`config.mk`:
```
export PLATFORM = sky130hd
export DESIGN_NAME = sas_dev_flat
export DESIGN_NICKNAME = d
export VERILOG_FILES = /design/src/logic/sas_pkg.sv /design/src/logic/sas_if.sv /design/src/logic/sas_buf2.sv /design/src/logic/sas_dev.sv /design/src/flat_wrapper.sv
export SDC_FILE = /design/constraint.sdc
export NUM_CORES = 1
export LEC_CHECK = 0
export ABC_AREA = 1
export BUFFER_PORTS_ARGS = -buffer_cell sky130_fd_sc_hd__buf_2
export CAP_MARGIN = 20
export CORE_MARGIN = 1.5
export CORE_UTILIZATION = 50
export CTS_CLUSTER_DIAMETER = 100
export DETAILED_ROUTE_END_ITERATION = 8
export MAX_ROUTING_LAYER = met4
export PLACE_DENSITY_LB_ADDON = 0.08
export SETUP_SLACK_MARGIN = 0.15
export SYNTH_ARGS = -nofsm -noshare
export SYNTH_HDL_FRONTEND = slang
export SYNTH_SLANG_ARGS = --single-unit
```
`constraint.sdc`:
```
create_clock -name clk_sys -period 6.6 [get_ports clk_sys]
set_clock_uncertainty 0.1 [all_clocks]
set_input_delay 1.32 -clock clk_sys [delete_from_list [all_inputs] [get_ports clk_sys]]
set_output_delay 1.32 -clock clk_sys [all_outputs]
set_load 0.05 [all_outputs]
```
`src/logic/sas_pkg.sv`:
```
// shared constants and types of the simultaneous sampling sequencer
package sas_pkg;
   localparam int unsigned CLK_MHZ         = 200;
   localparam int unsigned CONV_TIME_NS    = 1650;
   localparam int unsigned CONV_CYC        = CONV_TIME_NS * CLK_MHZ / 1000;
   localparam int unsigned EXT_CONV_CYC    = 14;
   localparam int unsigned ACQ_TIME_NS     = 350;
   localparam int unsigned ACQ_CYC         =
      (ACQ_TIME_NS * CLK_MHZ + 999) / 1000;
   localparam int unsigned READ_GUARD_NS   = 100;
   localparam int unsigned READ_GUARD_CYC  =
      (READ_GUARD_NS * CLK_MHZ + 999) / 1000;
   localparam int unsigned EOC_PULSE_CYC   = 2;
   localparam int unsigned DATA_W          = 12;
   localparam int unsigned NCH             = 4;
   localparam logic [3:0]  CHSEL_RST       = 4'hF;
   localparam int unsigned CHSEL_LSB       = 0;
   typedef enum logic [1:0] {
      SAS_IDLE = 2'b00,
      SAS_CONV = 2'b01,
      SAS_NEXT = 2'b10
   } sas_state_e;
   typedef enum logic [2:0] {
      SAH_IDLE  = 3'b000,
      SAH_START = 3'b001,
      SAH_WAIT  = 3'b010,
      SAH_READ  = 3'b011,
      SAH_REL   = 3'b100,
      SAH_WR    = 3'b101,
      SAH_ACQ   = 3'b110
   } sah_state_e;
endpackage

```
`src/logic/sas_if.sv`:
```
// pin-level link between converter sequencer and its host
`timescale 1ns/1ps
interface sas_if;
   logic        conv_start_n;
   logic        cs_n;
   logic        rd_n;
   logic        wr_n;
   logic        busy;
   logic        eoc_n;
   logic [11:0] db_dev_o;
   logic        db_dev_oe;
   logic [11:0] db_host_o;
   logic        db_host_oe;
   logic [11:0] db;
   // wire level resolved from the enables; idle bus reads as zero here
   assign db = db_dev_oe ? db_dev_o : (db_host_oe ? db_host_o : 12'h000);
   modport dev (
      input  conv_start_n, cs_n, rd_n, wr_n, db_host_o, db_host_oe,
      output busy, eoc_n, db_dev_o, db_dev_oe
   );
   modport host (
      input  busy, eoc_n, db_dev_o, db_dev_oe,
      output conv_start_n, cs_n, rd_n, wr_n, db_host_o, db_host_oe
   );
endinterface

```
`src/logic/sas_buf2.sv`:
```
// two-entry valid/ready buffer on the result path
`timescale 1ns/1ps
module sas_buf2 #(
   parameter int unsigned W = 16
) (
   input  wire logic         clk_sys,
   input  wire logic         nrst,
   input  wire logic         in_valid,
   output logic              in_ready,
   input  wire logic [W-1:0] in_data,
   output logic              out_valid,
   input  wire logic         out_ready,
   output logic [W-1:0]      out_data
);
   logic [W-1:0] mem_reg [2];
   logic         wp_reg;
   logic         rp_reg;
   logic [1:0]   cnt_reg;
   wire          push = in_valid && in_ready;
   wire          pop  = out_valid && out_ready;
   assign in_ready  = (cnt_reg != 2'd2);
   assign out_valid = (cnt_reg != 2'd0);
   assign out_data  = mem_reg[rp_reg];
   always_ff @(posedge clk_sys or negedge nrst) begin
      if (!nrst) begin
         wp_reg  <= 1'b0;
         rp_reg  <= 1'b0;
         cnt_reg <= 2'd0;
      end else begin
         if (push) wp_reg <= ~wp_reg;
         if (pop) rp_reg <= ~rp_reg;
         cnt_reg <= cnt_reg + {1'b0, push} - {1'b0, pop};
      end
   end
   always_ff @(posedge clk_sys) begin
      if (push) mem_reg[wp_reg] <= in_data;
   end
endmodule

```
`src/logic/sas_dev.sv`:
```
// converter end: sequencing, channel select register, result readout
`timescale 1ns/1ps
module sas_dev
   import sas_pkg::*;
#(
   parameter bit TWOS_COMP = 1'b1
) (
   input  wire logic              clk_sys,
   input  wire logic              nrst,
   sas_if.dev                     bus,
   input  wire logic [NCH-1:0]    chan_select_pins,
   input  wire logic              hw_sw_select,
   input  wire logic              clock_source_select,
   input  wire logic              ext_conv_clock,
   input  wire logic [NCH*DATA_W-1:0] sample_in,
   output logic [NCH-1:0]         track_hold_n,
   output logic                   seq_overflow
);
   // ==========================================================
   // start edge, clock selection
   // ==========================================================
   logic              start_d_reg;
   logic              ext_d_reg;
   wire               start_rise = bus.conv_start_n && !start_d_reg;
   wire               ext_rise   = ext_conv_clock && !ext_d_reg;
   wire               use_ext    = clock_source_select;
   wire  [NCH-1:0]    sel_now;
   logic [NCH-1:0]    chsel_reg;
   assign sel_now = hw_sw_select ? chsel_reg : chan_select_pins;

   // ==========================================================
   // channel select register write
   // ==========================================================
   wire wr_hit = !bus.cs_n && !bus.wr_n && bus.db_host_oe;
   always_ff @(posedge clk_sys or negedge nrst) begin
      if (!nrst) chsel_reg <= CHSEL_RST;
      else if (wr_hit)
         chsel_reg <= bus.db_host_o[CHSEL_LSB +: NCH];
   end

   // ==========================================================
   // sequencer
   // ==========================================================
   sas_state_e        st_reg;
   logic [NCH-1:0]    pend_reg;
   logic [NCH*DATA_W-1:0] held_reg;
   logic [1:0]        ch_reg;
   logic [11:0]       tick_reg;
   logic              busy_reg;
   logic [NCH-1:0]    th_reg;
   logic [1:0]        eoc_cnt_reg;
   logic              eoc_n_reg;
   // lowest pending channel first
   wire  [1:0] first_ch = pend_reg[0] ? 2'd0 : pend_reg[1] ? 2'd1 :
                          pend_reg[2] ? 2'd2 : 2'd3;
   wire  [11:0] conv_len = use_ext ? 12'(EXT_CONV_CYC)
                                   : 12'(CONV_CYC);
   wire  conv_tick = use_ext ? ext_rise : 1'b1;
   wire  conv_done = (st_reg == SAS_CONV) && conv_tick
                     && (tick_reg == conv_len - 12'd1);
   wire  [NCH-1:0] pend_after = pend_reg & ~(4'h1 << ch_reg);
   wire  [DATA_W-1:0] raw = held_reg[ch_reg*DATA_W +: DATA_W];
   wire  [DATA_W-1:0] coded = TWOS_COMP ? {~raw[DATA_W-1], raw[DATA_W-2:0]}
                                        : raw;
   logic in_ready;

   always_ff @(posedge clk_sys or negedge nrst) begin
      if (!nrst) begin
         start_d_reg <= 1'b1;
         ext_d_reg   <= 1'b0;
      end else begin
         start_d_reg <= bus.conv_start_n;
         ext_d_reg   <= ext_conv_clock;
      end
   end

   always_ff @(posedge clk_sys or negedge nrst) begin
      if (!nrst) begin
         st_reg   <= SAS_IDLE;
         pend_reg <= '0;
         held_reg <= '0;
         ch_reg   <= 2'd0;
         tick_reg <= 12'd0;
         busy_reg <= 1'b0;
         th_reg   <= '1;
      end else begin
         case (st_reg)
            SAS_IDLE: begin
               if (start_rise) begin
                  th_reg   <= '0;
                  held_reg <= sample_in;
                  pend_reg <= sel_now;
                  busy_reg <= |sel_now;
                  if (|sel_now) st_reg <= SAS_NEXT;
                  else th_reg <= '1;
               end
            end
            SAS_NEXT: begin
               if (pend_reg == '0) begin
                  st_reg   <= SAS_IDLE;
                  busy_reg <= 1'b0;
                  th_reg   <= '1;
               end else begin
                  ch_reg   <= first_ch;
                  tick_reg <= 12'd0;
                  st_reg   <= SAS_CONV;
               end
            end
            SAS_CONV: begin
               if (conv_done) begin
                  pend_reg <= pend_after;
                  st_reg   <= SAS_NEXT;
               end else if (conv_tick) begin
                  tick_reg <= tick_reg + 12'd1;
               end
            end
            default: st_reg <= SAS_IDLE;
         endcase
      end
   end

   // ==========================================================
   // end-of-conversion pulse
   // ==========================================================
   wire eoc_fire = conv_done;
   always_ff @(posedge clk_sys or negedge nrst) begin
      if (!nrst) begin
         eoc_cnt_reg <= 2'd0;
         eoc_n_reg   <= 1'b1;
      end else if (eoc_fire) begin
         eoc_cnt_reg <= 2'(EOC_PULSE_CYC - 1);
         eoc_n_reg   <= 1'b0;
      end else if (eoc_cnt_reg != 2'd0) begin
         eoc_cnt_reg <= eoc_cnt_reg - 2'd1;
      end else begin
         eoc_n_reg   <= 1'b1;
      end
   end

   // ==========================================================
   // result store
   // ==========================================================
   // every channel keeps its own word, so a host that reads only
   // after busy falls never stalls the sequence behind the buffer
   logic [DATA_W-1:0] res_mem [NCH];
   logic [NCH-1:0]    rdy_reg;
   wire  [1:0]        drain_ch = rdy_reg[0] ? 2'd0 :
                                 rdy_reg[1] ? 2'd1 :
                                 rdy_reg[2] ? 2'd2 : 2'd3;
   wire               drain_valid = |rdy_reg;
   wire               drain_push  = drain_valid && in_ready;
   wire  [DATA_W-1:0] drain_data  = res_mem[drain_ch];
   wire  [NCH-1:0]    done_bit    = conv_done ? (4'h1 << ch_reg) : 4'h0;
   wire  [NCH-1:0]    drain_bit   = drain_push ? (4'h1 << drain_ch) : 4'h0;
   // a word not yet handed to the buffer is about to be overwritten
   wire               lost_word   = conv_done && rdy_reg[ch_reg]
                                    && !drain_bit[ch_reg];
   always_ff @(posedge clk_sys or negedge nrst) begin
      if (!nrst) begin
         rdy_reg <= '0;
      end else begin
         // a new result wins over the drain of the same channel
         rdy_reg <= (rdy_reg & ~drain_bit) | done_bit;
      end
   end
   always_ff @(posedge clk_sys) begin
      if (conv_done) begin
         res_mem[ch_reg] <= coded;
      end
   end

   // ==========================================================
   // result buffer and read port
   // ==========================================================
   logic              out_valid;
   logic [DATA_W-1:0] out_data;
   logic              rd_d_reg;
   logic [DATA_W-1:0] dout_reg;
   logic              doe_reg;
   logic              ovf_reg;
   wire               rd_act  = !bus.cs_n && !bus.rd_n;
   wire               rd_end  = rd_d_reg && !rd_act;
   sas_buf2 #(.W(DATA_W)) u_buf (
      .clk_sys   (clk_sys),
      .nrst      (nrst),
      .in_valid  (drain_valid),
      .in_ready  (in_ready),
      .in_data   (drain_data),
      .out_valid (out_valid),
      .out_ready (rd_end),
      .out_data  (out_data)
   );
   always_ff @(posedge clk_sys or negedge nrst) begin
      if (!nrst) begin
         rd_d_reg <= 1'b0;
         dout_reg <= '0;
         doe_reg  <= 1'b0;
         ovf_reg  <= 1'b0;
      end else begin
         rd_d_reg <= rd_act;
         doe_reg  <= rd_act;
         dout_reg <= out_valid ? out_data : '0;
         ovf_reg  <= lost_word;
      end
   end
   assign bus.busy      = busy_reg;
   assign bus.eoc_n     = eoc_n_reg;
   assign bus.db_dev_o  = dout_reg;
   assign bus.db_dev_oe = doe_reg;
   assign track_hold_n  = th_reg;
   assign seq_overflow  = ovf_reg;
endmodule

```
`src/flat_wrapper.sv`:
```
// flat-port wrapper written by rule: the top's interface ports become plain ports
module sas_dev_flat import sas_pkg::*;
#(
   parameter bit TWOS_COMP = 1'b1
)
  (clk_sys, nrst, chan_select_pins, hw_sw_select, clock_source_select, ext_conv_clock, sample_in, track_hold_n, seq_overflow, bus_conv_start_n, bus_cs_n, bus_rd_n, bus_wr_n, bus_db_host_o, bus_db_host_oe, bus_busy, bus_eoc_n, bus_db_dev_o, bus_db_dev_oe);
  sas_if bus_i ();
  input  wire logic clk_sys;
  input  wire logic nrst;
  input  wire logic [NCH-1:0] chan_select_pins;
  input  wire logic hw_sw_select;
  input  wire logic clock_source_select;
  input  wire logic ext_conv_clock;
  input  wire logic [NCH*DATA_W-1:0] sample_in;
  output logic [NCH-1:0] track_hold_n;
  output logic seq_overflow;
  input wire logic [$bits(bus_i.conv_start_n)-1:0] bus_conv_start_n;
  input wire logic [$bits(bus_i.cs_n)-1:0] bus_cs_n;
  input wire logic [$bits(bus_i.rd_n)-1:0] bus_rd_n;
  input wire logic [$bits(bus_i.wr_n)-1:0] bus_wr_n;
  input wire logic [$bits(bus_i.db_host_o)-1:0] bus_db_host_o;
  input wire logic [$bits(bus_i.db_host_oe)-1:0] bus_db_host_oe;
  output wire logic [$bits(bus_i.busy)-1:0] bus_busy;
  output wire logic [$bits(bus_i.eoc_n)-1:0] bus_eoc_n;
  output wire logic [$bits(bus_i.db_dev_o)-1:0] bus_db_dev_o;
  output wire logic [$bits(bus_i.db_dev_oe)-1:0] bus_db_dev_oe;
  assign bus_i.conv_start_n = bus_conv_start_n;
  assign bus_i.cs_n = bus_cs_n;
  assign bus_i.rd_n = bus_rd_n;
  assign bus_i.wr_n = bus_wr_n;
  assign bus_i.db_host_o = bus_db_host_o;
  assign bus_i.db_host_oe = bus_db_host_oe;
  assign bus_busy = bus_i.busy;
  assign bus_eoc_n = bus_i.eoc_n;
  assign bus_db_dev_o = bus_i.db_dev_o;
  assign bus_db_dev_oe = bus_i.db_dev_oe;
  sas_dev #(.TWOS_COMP(TWOS_COMP)) u_core (.clk_sys(clk_sys), .nrst(nrst), .bus(bus_i), .chan_select_pins(chan_select_pins), .hw_sw_select(hw_sw_select), .clock_source_select(clock_source_select), .ext_conv_clock(ext_conv_clock), .sample_in(sample_in), .track_hold_n(track_hold_n), .seq_overflow(seq_overflow));
endmodule
```
==> run metrics <==
run status=finished clean; Final Worst Setup Slack=between 3 and 4 ns; Rows=44; hold crit path type=reg -> reg; Post-Synth Simple-Gate Area=0.240; global-route wire length before repair=24900 um; met2 WL post-DR=around 7000 um; Worst-Margin Slew=0.999 ns; Area after DPL=0.00790 sq mm; worst hold start=u_core.held_reg[11]; routability cong.=roughly 0.85; CTS tree=built; Mapped Area=between 0.007 and 0.008 sq mm; Tcrit/Tclk final=0.448; post-synthesis register bit count=around 170; DRT Pass-1 Iters=6; final wirelength=approximately 15000 um; complex-gate fraction of the synthesized area=0.0568; final hold vios=0; Netlist cell types=37; relative slew slack=0.332; total number of H-tree levels=4; clock sinks=approximately 170; register clock-pin slew on the reported worst setup and hold paths=~0.060 ns; highest routed layer=met4; die width=around 120 um; crit path max-delay cell type=nor2_1; postcts setup bufs=0; Clock Latency Late Sink=between 0.4 and 0.5 ns; Starting Density=0.510; mux cell area share after synthesis=0; worst stage delay on the critical path=0.74 ns; post-synthesis cell count=about 750; IO Port Bufs=85; max-capacitance violation count=0; P&R area growth vs syn=15.3%; Startpoint Class=register; io pins=94; maximum vdd ir drop=223 uV; leakage=approximately 3.9 nW; Synth Net Count=just over 800; Power per Cell Area=between 400 and 500 mW/mm^2; largest net degree at the start of global routing=64; GRT Util Overall=0.209; Die Span Y=roughly 120 um; share of layout cells above drive strength 1=0.173; die area=around 0.016 sq mm; post-layout util=0.588; ant diodes=0; fin crit period=roughly 3 ns; max-slew violations=0; clk buf depth=2; unrepaired setup endpoints after global routing=no; cell repeated most along the worst path=nand2_1; post-synthesis adder-cell area fraction=0.00847; Worst EP required=approximately 6.5 ns; Num CTS Buffers=17; Crit Path Max Fanout=16; met1 wire length=just under 7000 um; Buf/Inv on CP=2; Worst EP arrival=between 2 and 3 ns; largest family of logic cells by synthesized area=simple AND/OR/NAND/NOR gates; main flop type after synthesis=dfrtp_1; Critical Path Start=u_core.rdy_reg[0]; Post-Synth XOR/XNOR Area=0.0119; post-route cell area=0.00852 sq mm; family with the most delay on the worst path=simple AND/OR/NAND/NOR gates; Placed Cells=slightly below 1000; post-CTS sizing=0; pre-CTS setup slack=roughly 3 ns; worst hold margin=approximately 0.37 ns; Vias=roughly 5300; Ys Warns=0; dpl hpwl=about 10000 um; setup TNS=0 ns; worst reg2reg startpoint=u_core.rdy_reg[0]; WL met3=about 710 um; Layout fillers=about 1300; multi-input logic area=roughly 0.0023 sq mm; quantity of hold-fixing buffers added after cts=0; final setup vio count=0; kind of critical path=reg -> reg; Post-synth ARST share=0.584; root buffer cell=clkbuf_16; final cell count without fillers=just over 1000; total power=roughly 3.5 mW; sequential area share after synthesis=0.636; vias in the first global route=roughly 5100; DRC errors left=0; critical path cell sequence=inv_2 > nand2_1 > inv_1 > nand2_1 > o21ai_4 > nor2_1; Starting DRT DRC Count=~330; number of antenna violations at the first check in global routing=0; register area=about 0.0047 sq mm; gr ovfl total=0; Vias per Instance=slightly above 5; core region area=0.0145 sq mm; Post-DRT Antenna Nets=0; Critical Path End Type=register; Post-synth EDFFs=72; WL per Instance=14.5 um; R2R Setup Slk=approximately 3.6 ns; fmax=between 0.3 and 0.4 GHz; Final nets=911; synthesized area per cell=slightly below 10 sq um
[worst register-to-register path, stage by stage, from the launching register on]
cell	delay, ns
dfrtp_1	0.73
inv_2	0.29
nand2_1	0.17
inv_1	0.23
nand2_1	0.23
o21ai_4	0.09
nor2_1	0.74
[routing by layer]
metal,global-route usage,vias to the layer above
li1,-,2632
met1,0.271,2488
met2,0.327,146
met3,0.0430,25
met4,0.0798,0
met5,-,-
[path summary, 6_finish.rpt]
kind / end / depth (start not counted)
max: u_core.u_buf.mem_reg[1][6] / 6
min: u_core.held_reg[11] / 2
max reg2reg: u_core.u_buf.mem_reg[1][6] / 6
min reg2reg: u_core.held_reg[11] / 2
max in group asynchronous: u_core.held_reg[38] / 2
min in group asynchronous: u_core.tick_reg[8] / 1
[logic make-up after synthesis]
family,count (synthesis)
xor gates and xnor gates,10
and+or+nand+nor,422
AOI/OAI and AO/OA,66
buffers and inverters,76
adders and majority gates,5
DFF,173
[synth_stat cells, types with 2 or more instances]
cell type,number,area (sq um)
dfstp_2,7,184
a21oi_1,18,90.1
nand3_1,50,250
inv_1,41,154
buf_4,3,22.5
nand4_1,18,113
buf_6,4,45.0
buf_2,14,70.1
xnor2_1,4,35.0
dfrtp_1,94,2350
nand3_2,2,20.0
nand2_2,3,18.8
xor2_1,6,52.6
nand2_1,291,1090
a22oi_1,18,135
o221ai_1,2,17.5
o21ai_0,23,115
edfxtp_1,72,2160
clkbuf_1,8,30.0
ha_1,5,62.6
nand3b_1,3,22.5
nor2_1,48,180
nand2_4,2,22.5
inv_2,3,11.3
[cell type report]
type,count,area share
sequential,173,0.552
tap,184,0.0270
clock buffer,19,0.0520
multi-input combinational,503,0.275
timing repair buffer,92,0.0573
inverter,45,0.0198
clock inverter,13,0.0167
[power breakdown]
group	internal, mW	leakage, nW	switching [mW]
combinational	0.245	1.71	0.692
clock	0.568	0.269	0.410
sequential	1.43	1.92	0.138
[layout by cell type, fill, tap and decap left out, types with 3 or more instances in the layout]
cell,netlist,routed
dfrtp_1,94,94
ha_1,5,5
a21oi_1,18,18
xnor2_1,4,4
nand4_1,18,18
o21ai_0,23,23
buf_4,3,6
edfxtp_1,72,72
buf_2,14,84
a22oi_1,18,18
clkbuf_16,0,17
nand2_2,3,3
nand3b_1,3,3
nor2_1,48,48
nand3_1,50,50
inv_2,3,3
dfstp_2,7,7
nand2_1,291,291
inv_1,41,41
clkinvlp_4,0,4
xor2_1,6,6
clkinv_4,0,3
No activity file was read; power rests on OpenSTA's default activity.
